### config.mk
export PLATFORM = sky130hd
export DESIGN_NAME = cpu_clock_switchover_control
export DESIGN_NICKNAME = d
export VERILOG_FILES = /design/src/core/clk_switch_pkg.sv /design/src/core/cpu_clock_switchover_control.sv
export SDC_FILE = /design/constraint.sdc
export NUM_CORES = 1
export LEC_CHECK = 0
export ABC_CLOCK_PERIOD_IN_PS = 2400
export BUFFER_PORTS_ARGS = -buffer_cell sky130_fd_sc_hd__buf_2
export CAP_MARGIN = 30
export CORE_ASPECT_RATIO = 0.9
export CORE_MARGIN = 2
export CORE_UTILIZATION = 47
export CTS_CLUSTER_SIZE = 12
export DETAILED_ROUTE_END_ITERATION = 6
export PLACE_DENSITY = 0.77
export SYNTH_ARGS = -nofsm -noshare
export SYNTH_HDL_FRONTEND = slang
export SYNTH_SLANG_ARGS = --single-unit
### constraint.sdc
create_clock -name clk -period 2.4 [get_ports clk]
set_input_delay 0.48 -clock clk [delete_from_list [all_inputs] [get_ports clk]]
set_output_delay 0.48 -clock clk [all_outputs]
set_load 0.05 [all_outputs]
### src/core/clk_switch_pkg.sv
// constants, register map and types for the cpu clock switchover block
package clk_switch_pkg;

    localparam int ADDR_W = 8;
    localparam int DATA_W = 32;
    localparam int DIV_W  = 3;

    localparam logic [ADDR_W-1:0] CPU_CTRL_OFS  = 8'h00;
    localparam logic [ADDR_W-1:0] MAIN_MODE_OFS = 8'h04;
    localparam logic [ADDR_W-1:0] OSC_MODE_OFS  = 8'h08;
    localparam logic [ADDR_W-1:0] INT_OSC_OFS   = 8'h0C;
    localparam logic [ADDR_W-1:0] HS_STOP_OFS   = 8'h10;

    // cpu_clock_ctrl_reg fields
    localparam int DIV_LSB        = 0;
    localparam int CPU_SUB_SEL_B  = 4;
    localparam int CPU_ON_SUB_B   = 5;
    localparam int SUB_START_B    = 6;
    // main_clock_mode_reg fields
    localparam int MAIN_SEL_B     = 0;
    localparam int MAIN_STATUS_B  = 1;
    localparam int HS_PERMIT_B    = 2;
    // osc_mode_select_reg fields
    localparam int HS_GAIN_B      = 0;
    localparam int SUB_MODE_B     = 4;
    localparam int SUB_EXT_B      = 5;
    localparam int HS_MODE_B      = 6;
    localparam int HS_EXT_B       = 7;
    // internal_osc_mode_reg fields
    localparam int INT_STOP_B     = 0;
    localparam int INT_STATUS_B   = 7;
    // main oscillator stop register field
    localparam int HS_STOP_B      = 7;

    localparam logic [DIV_W-1:0] DIV_RST     = 3'h0;
    localparam logic [DIV_W-1:0] DIV_MAX     = 3'h4;
    localparam logic             HS_STOP_RST = 1'b1;

    // switch delays in pre-switch cpu clocks, subsystem ticks and new main source ticks
    localparam logic [4:0] MAIN_DELAY_BASE = 5'h10;
    localparam logic [4:0] SUB_EXIT_CLKS   = 5'h02;
    localparam logic [1:0] SUB_WAIT_TICKS  = 2'h2;
    localparam logic [1:0] NEW_SRC_TICKS   = 2'h2;

    // gain raise withhold times
    localparam real CLK_PERIOD_NS   = 5.0;
    localparam real AMP_HOLD_MIN_US = 4.06;
    localparam real AMP_HOLD_MAX_US = 16.12;
    localparam int  AMP_HOLD_CYC    =
        int'($ceil(AMP_HOLD_MIN_US * 1000.0 / CLK_PERIOD_NS));
    localparam int  HOLD_W          = 10;
    localparam logic [HOLD_W-1:0] AMP_HOLD_CNT = HOLD_W'(AMP_HOLD_CYC);
    localparam logic [HOLD_W-1:0] EXT_HOLD_CNT = 10'h0A0;

    typedef enum logic [1:0] {
        SW_IDLE,
        SW_OLD,
        SW_SUB
    } swState_t;

endpackage : clk_switch_pkg

### src/core/cpu_clock_switchover_control.sv
// cpu clock source selection, division and delayed switchover with apb
//
// The APB register port and the register offsets were left to the implementer.
`timescale 1ns/1ps
module cpu_clock_switchover_control (
    input  wire logic                                 clk,
    input  wire logic                                 rst_n,
    input  wire logic [clk_switch_pkg::ADDR_W-1:0]    paddr,
    input  wire logic                                 psel,
    input  wire logic                                 penable,
    input  wire logic                                 pwrite,
    input  wire logic [clk_switch_pkg::DATA_W-1:0]    pwdata,
    output logic      [clk_switch_pkg::DATA_W-1:0]    prdata,
    output logic                                      pready,
    output logic                                      pslverr,
    input  wire logic                                 intOscTick,
    input  wire logic                                 hsTick,
    input  wire logic                                 subTick,
    output logic                                      cpuTick,
    output logic                                      mainTick,
    output logic                                      cpuWithheld,
    output logic                                      intOscEn,
    output logic                                      hsXtalEn,
    output logic                                      hsExtEn,
    output logic                                      hsHighGain,
    output logic                                      subXtalEn,
    output logic                                      subExtEn,
    output logic                                      cpuOnSub,
    output logic                                      mainOnHs
);
    import clk_switch_pkg::*;

    // software control state
    logic [DIV_W-1:0]  cpuDivSel_q;
    logic              cpuSubSelect_q;
    logic              subOscStart_q;
    logic              mainSrcSelect_q;
    logic              hsSrcPermit_q;
    logic              hsPermitLocked_q;
    logic              hsExtInput_q;
    logic              hsOscMode_q;
    logic              hsAmpGain_q;
    logic              subExtInput_q;
    logic              subOscMode_q;
    logic              intOscStop_q;
    logic              hsSrcStop_q;
    // actual clocking state
    logic [DIV_W-1:0]  divAct_q;
    logic              onSub_q;
    logic              mainAct_q;
    swState_t          swState_q;
    logic [4:0]        swCnt_q;
    logic [1:0]        mainCnt_q;
    logic [3:0]        divCnt_q;
    logic [HOLD_W-1:0] holdCnt_q;
    logic              holdExt_q;
    logic [DATA_W-1:0] prdata_q;

    logic              wrEn;
    logic              setup;
    logic              mapped;
    logic              wrCpu;
    logic              wrMain;
    logic              wrOsc;
    logic              wrInt;
    logic              wrStop;
    logic [DIV_W-1:0]  divEff;
    logic [3:0]        divMask;
    logic              mainDivTick;
    logic              newSrcTick;
    logic              oldSrcTick;
    logic [DATA_W-1:0] rdVal;

    assign setup = psel && !penable;
    assign wrEn  = psel && penable && pwrite;

    always_comb begin
        mapped = 1'b1;
        if (paddr == CPU_CTRL_OFS) begin
            mapped = 1'b1;
        end else if (paddr == MAIN_MODE_OFS) begin
            mapped = 1'b1;
        end else if (paddr == OSC_MODE_OFS) begin
            mapped = 1'b1;
        end else if (paddr == INT_OSC_OFS) begin
            mapped = 1'b1;
        end else if (paddr == HS_STOP_OFS) begin
            mapped = 1'b1;
        end else begin
            mapped = 1'b0;
        end
    end

    assign wrCpu  = wrEn && (paddr == CPU_CTRL_OFS);
    assign wrMain = wrEn && (paddr == MAIN_MODE_OFS);
    assign wrOsc  = wrEn && (paddr == OSC_MODE_OFS);
    assign wrInt  = wrEn && (paddr == INT_OSC_OFS);
    assign wrStop = wrEn && (paddr == HS_STOP_OFS);

    // zero wait state; read data captured in the setup cycle
    assign pready  = 1'b1;
    assign pslverr = psel && penable && !mapped;
    assign prdata  = prdata_q;

    always_comb begin
        rdVal = '0;
        if (paddr == CPU_CTRL_OFS) begin
            rdVal[DIV_LSB +: DIV_W] = cpuDivSel_q;
            rdVal[CPU_SUB_SEL_B]    = cpuSubSelect_q;
            rdVal[CPU_ON_SUB_B]     = onSub_q;
            rdVal[SUB_START_B]      = subOscStart_q;
        end else if (paddr == MAIN_MODE_OFS) begin
            rdVal[MAIN_SEL_B]    = mainSrcSelect_q;
            rdVal[MAIN_STATUS_B] = mainAct_q;
            rdVal[HS_PERMIT_B]   = hsSrcPermit_q;
        end else if (paddr == OSC_MODE_OFS) begin
            rdVal[HS_GAIN_B]  = hsAmpGain_q;
            rdVal[SUB_MODE_B] = subOscMode_q;
            rdVal[SUB_EXT_B]  = subExtInput_q;
            rdVal[HS_MODE_B]  = hsOscMode_q;
            rdVal[HS_EXT_B]   = hsExtInput_q;
        end else if (paddr == INT_OSC_OFS) begin
            rdVal[INT_STOP_B]   = intOscStop_q;
            rdVal[INT_STATUS_B] = !intOscStop_q;
        end else if (paddr == HS_STOP_OFS) begin
            rdVal[HS_STOP_B] = hsSrcStop_q;
        end else begin
            rdVal = '0;
        end
    end

    always_ff @(posedge clk or negedge rst_n) begin
        if (!rst_n) begin
            prdata_q <= '0;
        end else if (setup) begin
            prdata_q <= rdVal;
        end
    end

    // cpu clock control fields
    always_ff @(posedge clk or negedge rst_n) begin
        if (!rst_n) begin
            cpuDivSel_q    <= DIV_RST;
            cpuSubSelect_q <= 1'b0;
            subOscStart_q  <= 1'b0;
        end else if (wrCpu) begin
            cpuDivSel_q    <= pwdata[DIV_LSB +: DIV_W];
            cpuSubSelect_q <= pwdata[CPU_SUB_SEL_B];
            subOscStart_q  <= pwdata[SUB_START_B];
        end
    end

    // main clock mode; permit bit takes a single change per reset
    always_ff @(posedge clk or negedge rst_n) begin
        if (!rst_n) begin
            mainSrcSelect_q  <= 1'b0;
            hsSrcPermit_q    <= 1'b0;
            hsPermitLocked_q <= 1'b0;
        end else if (wrMain) begin
            mainSrcSelect_q <= pwdata[MAIN_SEL_B];
            if (!hsPermitLocked_q &&
                (pwdata[HS_PERMIT_B] != hsSrcPermit_q)) begin
                hsSrcPermit_q    <= pwdata[HS_PERMIT_B];
                hsPermitLocked_q <= 1'b1;
            end
        end
    end

    always_ff @(posedge clk or negedge rst_n) begin
        if (!rst_n) begin
            hsExtInput_q  <= 1'b0;
            hsOscMode_q   <= 1'b0;
            hsAmpGain_q   <= 1'b0;
            subExtInput_q <= 1'b0;
            subOscMode_q  <= 1'b0;
        end else if (wrOsc) begin
            hsExtInput_q  <= pwdata[HS_EXT_B];
            hsOscMode_q   <= pwdata[HS_MODE_B];
            hsAmpGain_q   <= pwdata[HS_GAIN_B];
            subExtInput_q <= pwdata[SUB_EXT_B];
            subOscMode_q  <= pwdata[SUB_MODE_B];
        end
    end

    always_ff @(posedge clk or negedge rst_n) begin
        if (!rst_n) begin
            intOscStop_q <= 1'b0;
        end else if (wrInt) begin
            intOscStop_q <= pwdata[INT_STOP_B];
        end
    end

    always_ff @(posedge clk or negedge rst_n) begin
        if (!rst_n) begin
            hsSrcStop_q <= HS_STOP_RST;
        end else if (wrStop) begin
            hsSrcStop_q <= pwdata[HS_STOP_B];
        end
    end

    // source enables follow the control bits directly
    assign intOscEn   = !intOscStop_q;
    assign hsXtalEn   = !hsSrcStop_q && hsOscMode_q && !hsExtInput_q;
    assign hsExtEn    = !hsSrcStop_q && hsOscMode_q && hsExtInput_q;
    assign hsHighGain = hsAmpGain_q;
    assign subXtalEn  = subOscStart_q || (subOscMode_q && !subExtInput_q);
    assign subExtEn   = !subOscStart_q && subExtInput_q && subOscMode_q;

    // main source switch: two new-source edges, then the next old edge
    assign newSrcTick = mainSrcSelect_q ? hsTick : intOscTick;
    assign oldSrcTick = mainAct_q ? hsTick : intOscTick;
    assign mainTick   = oldSrcTick;

    always_ff @(posedge clk or negedge rst_n) begin
        if (!rst_n) begin
            mainAct_q <= 1'b0;
            mainCnt_q <= '0;
        end else if (mainSrcSelect_q != mainAct_q) begin
            if (mainCnt_q == NEW_SRC_TICKS) begin
                if (oldSrcTick) begin
                    mainAct_q <= mainSrcSelect_q;
                    mainCnt_q <= '0;
                end
            end else if (newSrcTick) begin
                mainCnt_q <= mainCnt_q + 2'h1;
            end
        end else begin
            mainCnt_q <= '0;
        end
    end

    // main clock division; codes above the largest act as the largest
    assign divEff  = (divAct_q > DIV_MAX) ? DIV_MAX : divAct_q;
    assign divMask = 4'((5'h01 << divEff) - 5'h01);
    assign mainDivTick = mainTick && ((divCnt_q & divMask) == 4'h0);

    always_ff @(posedge clk or negedge rst_n) begin
        if (!rst_n) begin
            divCnt_q <= '0;
        end else if (mainTick) begin
            divCnt_q <= divCnt_q + 4'h1;
        end
    end

    // gain raise withholds the cpu clock while main runs on the high-speed oscillator and the cpu is not on subsystem
    always_ff @(posedge clk or negedge rst_n) begin
        if (!rst_n) begin
            holdCnt_q <= '0;
            holdExt_q <= 1'b0;
        end else if (wrOsc && pwdata[HS_GAIN_B] && mainAct_q &&
                     hsOscMode_q && !onSub_q) begin
            holdExt_q <= hsExtInput_q;
            holdCnt_q <= hsExtInput_q ? EXT_HOLD_CNT
                                      : AMP_HOLD_CNT;
        end else if (holdCnt_q != '0 && (!holdExt_q || hsTick)) begin
            holdCnt_q <= holdCnt_q - HOLD_W'(1);
        end
    end

    assign cpuWithheld = (holdCnt_q != '0);
    assign cpuTick = !cpuWithheld && (onSub_q ? subTick : mainDivTick);

    // cpu clock switchover, counted in cpu clocks of the old setting, or in subsystem ticks when moving to the subsystem clock
    always_ff @(posedge clk or negedge rst_n) begin
        if (!rst_n) begin
            swState_q <= SW_IDLE;
            swCnt_q   <= '0;
            onSub_q   <= 1'b0;
            divAct_q  <= DIV_RST;
        end else if (wrCpu) begin
            if (pwdata[CPU_SUB_SEL_B] && !onSub_q) begin
                swState_q <= SW_SUB;
                swCnt_q   <= '0;
            end else begin
                swState_q <= SW_OLD;
                swCnt_q   <= onSub_q ? SUB_EXIT_CLKS
                                     : (MAIN_DELAY_BASE >> divEff);
            end
        end else begin
            case (swState_q)
                SW_OLD: begin
                    if (cpuTick) begin
                        if (swCnt_q <= 5'h01) begin
                            onSub_q   <= cpuSubSelect_q;
                            divAct_q  <= cpuDivSel_q;
                            swState_q <= SW_IDLE;
                        end else begin
                            swCnt_q <= swCnt_q - 5'h01;
                        end
                    end
                end
                SW_SUB: begin
                    // two subsystem periods, rounded up to an old cpu clock
                    if (swCnt_q[1:0] == SUB_WAIT_TICKS) begin
                        if (cpuTick) begin
                            onSub_q   <= cpuSubSelect_q;
                            divAct_q  <= cpuDivSel_q;
                            swState_q <= SW_IDLE;
                        end
                    end else if (subTick) begin
                        swCnt_q <= swCnt_q + 5'h01;
                    end
                end
                default: begin
                    swState_q <= SW_IDLE;
                end
            endcase
        end
    end

    assign cpuOnSub = onSub_q;
    assign mainOnHs = mainAct_q;

endmodule : cpu_clock_switchover_control

==> impl_results.md <==
* CP max FO at 2
* Total wire length at 6800 um
* Largest net degree at the start of global routing at 32
* GP Congestion at 0.903
* Setup Skew at 0.0100 ns
* Final Max Slew Viols at 0
* Unique cell type count in the Yosys netlist at 60
* Hold violation total from the final report at 0
* Outcome: complete, but fails checks
* Setup repair after global routing missed its margin: true
* Worst EP arrival at 2.06 ns
* Synth Area in Simple Gates at 18.6%
* Yosys warning total at 0
* Synth Area in Compound Gates at 13.9%
* Met1 usage at 25.6%
* Max-slew headroom at 63.7%
* Measured slew at the worst slew-check pin at 0.545 ns
* CTS Hold Buffers Added at 0
* Vias in the first global route at 2,411
* CTS tree: done
* Residual DRC at 0
* Max Buffers Root-to-Sink at 2
* H-tree Lvls at 2
* Drt wl/cell at 13.9 um
* Fin area at 3820 um^2
* Worst VDD drop at 397 uV
* Critical path type: reg -> out
* Final-layout fill cell count at 574
* Fraction of registers with async set/reset at 100%
* Die Wd at 90.1 um
* Final-report setup violation count at 6
* Cell Area, Synth at 3140 um^2
* Root buffer cell: clkbuf_8
* Antenna violations before repair at 0
* Num CTS Buffers at 5
* Crit share post-route at 106%
* GR Overflow Total at 0
* Max Cap Viol at 0
* Adder-Cell Fraction of Synth Area at 3.59%
* Starting Density at 48.1%
* Cell area power density at 511 nW/um^2
* Antenna viol nets, final at 0
* Hold Slack at 0.120 ns
* Rows at 28
* GRT Overall Usage at 19.0%
* Hold WC Path Type: in -> async
* Critical Path Source Type: register
* Post-layout total power at 1950 uW
* Synth Flop Type: dfrtp_1
* DP Area at 3560 um^2
* Layout net count at 454
* CP required at 1.92 ns
* Minimum clock period at 2.54 ns
* Post-synth EDFFs at 0
* Die area at 7340 um^2
* Largest family of logic cells by synthesized area: simple AND/OR/NAND/NOR gates
* FMAX at 0.394 GHz
* Mux share of post-synthesis cell area at 9.22%
* Yosys reg bits at 51
* Leakage at 0.00184 uW
* Grt met2 use at 33.3%
* Storage cell area at 1280 um^2
* Syn Area/Cell at 9.71 um^2
* Port bufs at 41
* Die extent in y at 81.5 um
* Vias per inst at 5.27
* Xor and xnor area share after synthesis at 3.91%
* I/O Pins at 93
* Synth Instances at 323
* Core area at 6520 um^2
* Clk Latency, worst-skew pair at 0.31 ns
* Antenna Cells at 0
* Violated checks: setup timing
* First-pass GRT wire length at 11,400 um
* Layout cells sized above 1 at 32.7%
* DP HPWL at 5260 um
* Clock slew at reported path FFs at 0.10 ns
* Most used routing layer: met2
* Setup crit end kind: primary output
* Via count at 2,571
* First DRT Iteration DRCs at 146
* Seq/Total Area, Yosys at 40.7%
* CTS Sinks at 51
* Setup WS post-layout at -0.137 ns
* Synth-to-Final Area Change at 21.9%
* Met3 usage at 3.58%
* Multi-input gate area at 1710 um^2
* Pre-Repair DR Iteration Count at 4
==> metrics by stage <==
| stage | cells | utilization, % | setup WS, ns | TNS (ns) |
|---|---|---|---|---|
| 6_report | 488 | 58.7 | -0.137 | -0.391 |
| 5_1_grt | 488 | 58.7 | -0.234 | -1.30 |
| 4_1_cts | 486 | 58.1 | -0.204 | -0.640 |
| 3_5_place_dp | 474 | 54.7 | -0.140 | -1.40 |
| 3_3_place_gp | 474 | 54.7 | -0.124 | -1.21 |
| 2_1_floorplan | 347 | - | -0.232 | -1.60 |
==> kinds of logic (layout without fill, tap and decap cells) <==
logic type,count (synthesis),after routing
other,2,26
and+or+nand+nor,107,107
muxes,25,25
AOI/OAI and AO/OA,66,66
buffers and inverters,49,100
adders and majority gates,9,9
DFF,51,51
xor gates and xnor gates,14,14
==> cells in the final DEF (no fill, tap or decap), types with 3 or more instances in the layout <==
master / count
buf_2: 38
nand2b_1: 6
xor2_1: 4
and3_1: 4
nand3_1: 8
dfrtp_1: 49
nand2_1: 16
o21ai_0: 16
ha_1: 9
nor2b_1: 3
mux2_2: 20
o22ai_1: 4
inv_1: 15
a21o_1: 3
a22oi_1: 5
a31oi_1: 5
buf_6: 6
nor2_1: 25
conb_1: 26
buf_4: 31
nor3_1: 13
mux2i_1: 3
nand4_1: 7
clkbuf_8: 5
or3_4: 4
a21oi_1: 10
xnor2_1: 10
==> routing by layer <==
| metal | part of all wire (%) | vias up |
|---|---|---|
| li1 | - | 1253 |
| met1 | 45 | 1241 |
| met2 | 49 | 71 |
| met3 | 5.8 | 6 |
| met4 | 0.62 | 0 |
| met5 | 0 | - |
==> final cells by class <==
type                       instances  area share, %
tap                               90           2.95
multi-input combinational        247           44.8
sequential                        51           33.4
timing repair buffer              77           13.7
inverter                          15           1.47
clock inverter                     3           1.77
clock buffer                       5           1.80
==> synthesized netlist by cell type, types with 2 or more instances <==
master,count,area share (%)
nor3_1,14,2.2
inv_1,15,1.8
buf_6,2,0.72
xnor2_1,10,2.8
or3_2,4,0.96
and3b_1,2,0.56
conb_1,2,0.24
nand3_1,8,1.3
nand4_1,7,1.4
a21o_1,3,0.72
nor3b_1,3,0.72
a22oi_1,5,1.2
nand3b_1,2,0.48
dfrtp_1,50,40
nand2b_1,6,1.2
clkbuf_1,4,0.48
o21ai_0,17,2.7
ha_1,9,3.6
nor2b_1,3,0.60
a211oi_1,2,0.48
o22ai_1,4,0.80
and3_1,4,0.80
or4_1,2,0.48
mux2i_1,3,0.96
nor2_1,25,3.0
nand2_1,16,1.9
a21oi_1,11,1.8
or2_2,2,0.40
xor2_1,4,1.1
buf_4,26,6.2
mux2_2,21,7.5
a31o_2,2,0.56
or2b_2,2,0.56
a31oi_1,6,1.2
o21bai_1,2,0.48
==> path summary, 6_finish.rpt <==
kind,from,to,slack [ns],cells past startpoint
worst min-delay path,rst_n,hsHighGain,0.12,1
min in group clk,pwdata[7],hsExtInput_q,0.41,2
max in group asynchronous,rst_n,mainOnHs,1.73,2
worst max-delay path,holdCnt_q[5],cpuTick,-0.14,5
worst max register to register,holdCnt_q[5],swCnt_q[4],-0.07,7
worst min register to register,divCnt_q[3],divCnt_q[3],0.47,1
==> registers in the layout (all words and copies together), names as in the netlist, 2 cells and up <==
name	cells
divAct_q	3
cpuDivSel_q	3
swCnt_q	5
holdCnt_q	10
mainCnt_q	2
prdata	7
divCnt_q	4
swState_q	2
==> worst max-delay path: stages (launching register included) <==
cell and delay, ns:
dfrtp_1 0.38, or4_4 0.54, or3_4 0.36, buf_6 0.14
nor3_4 0.15, buf_6 0.19
==> report_power, final <==
part           switching (uW)  internal [uW]
clock network             294            416
registers                42.6            902
logic                     201           98.5
total                     538           1420
==> what timing repair did <==
action	CTS	global route
setup endpoints to repair	9	11
hold endpoints to repair	0	0
pin swaps	5	3
resized for setup	14	6
buffers inserted	5	4
Note: power is estimated with default switching activity, not from simulation.
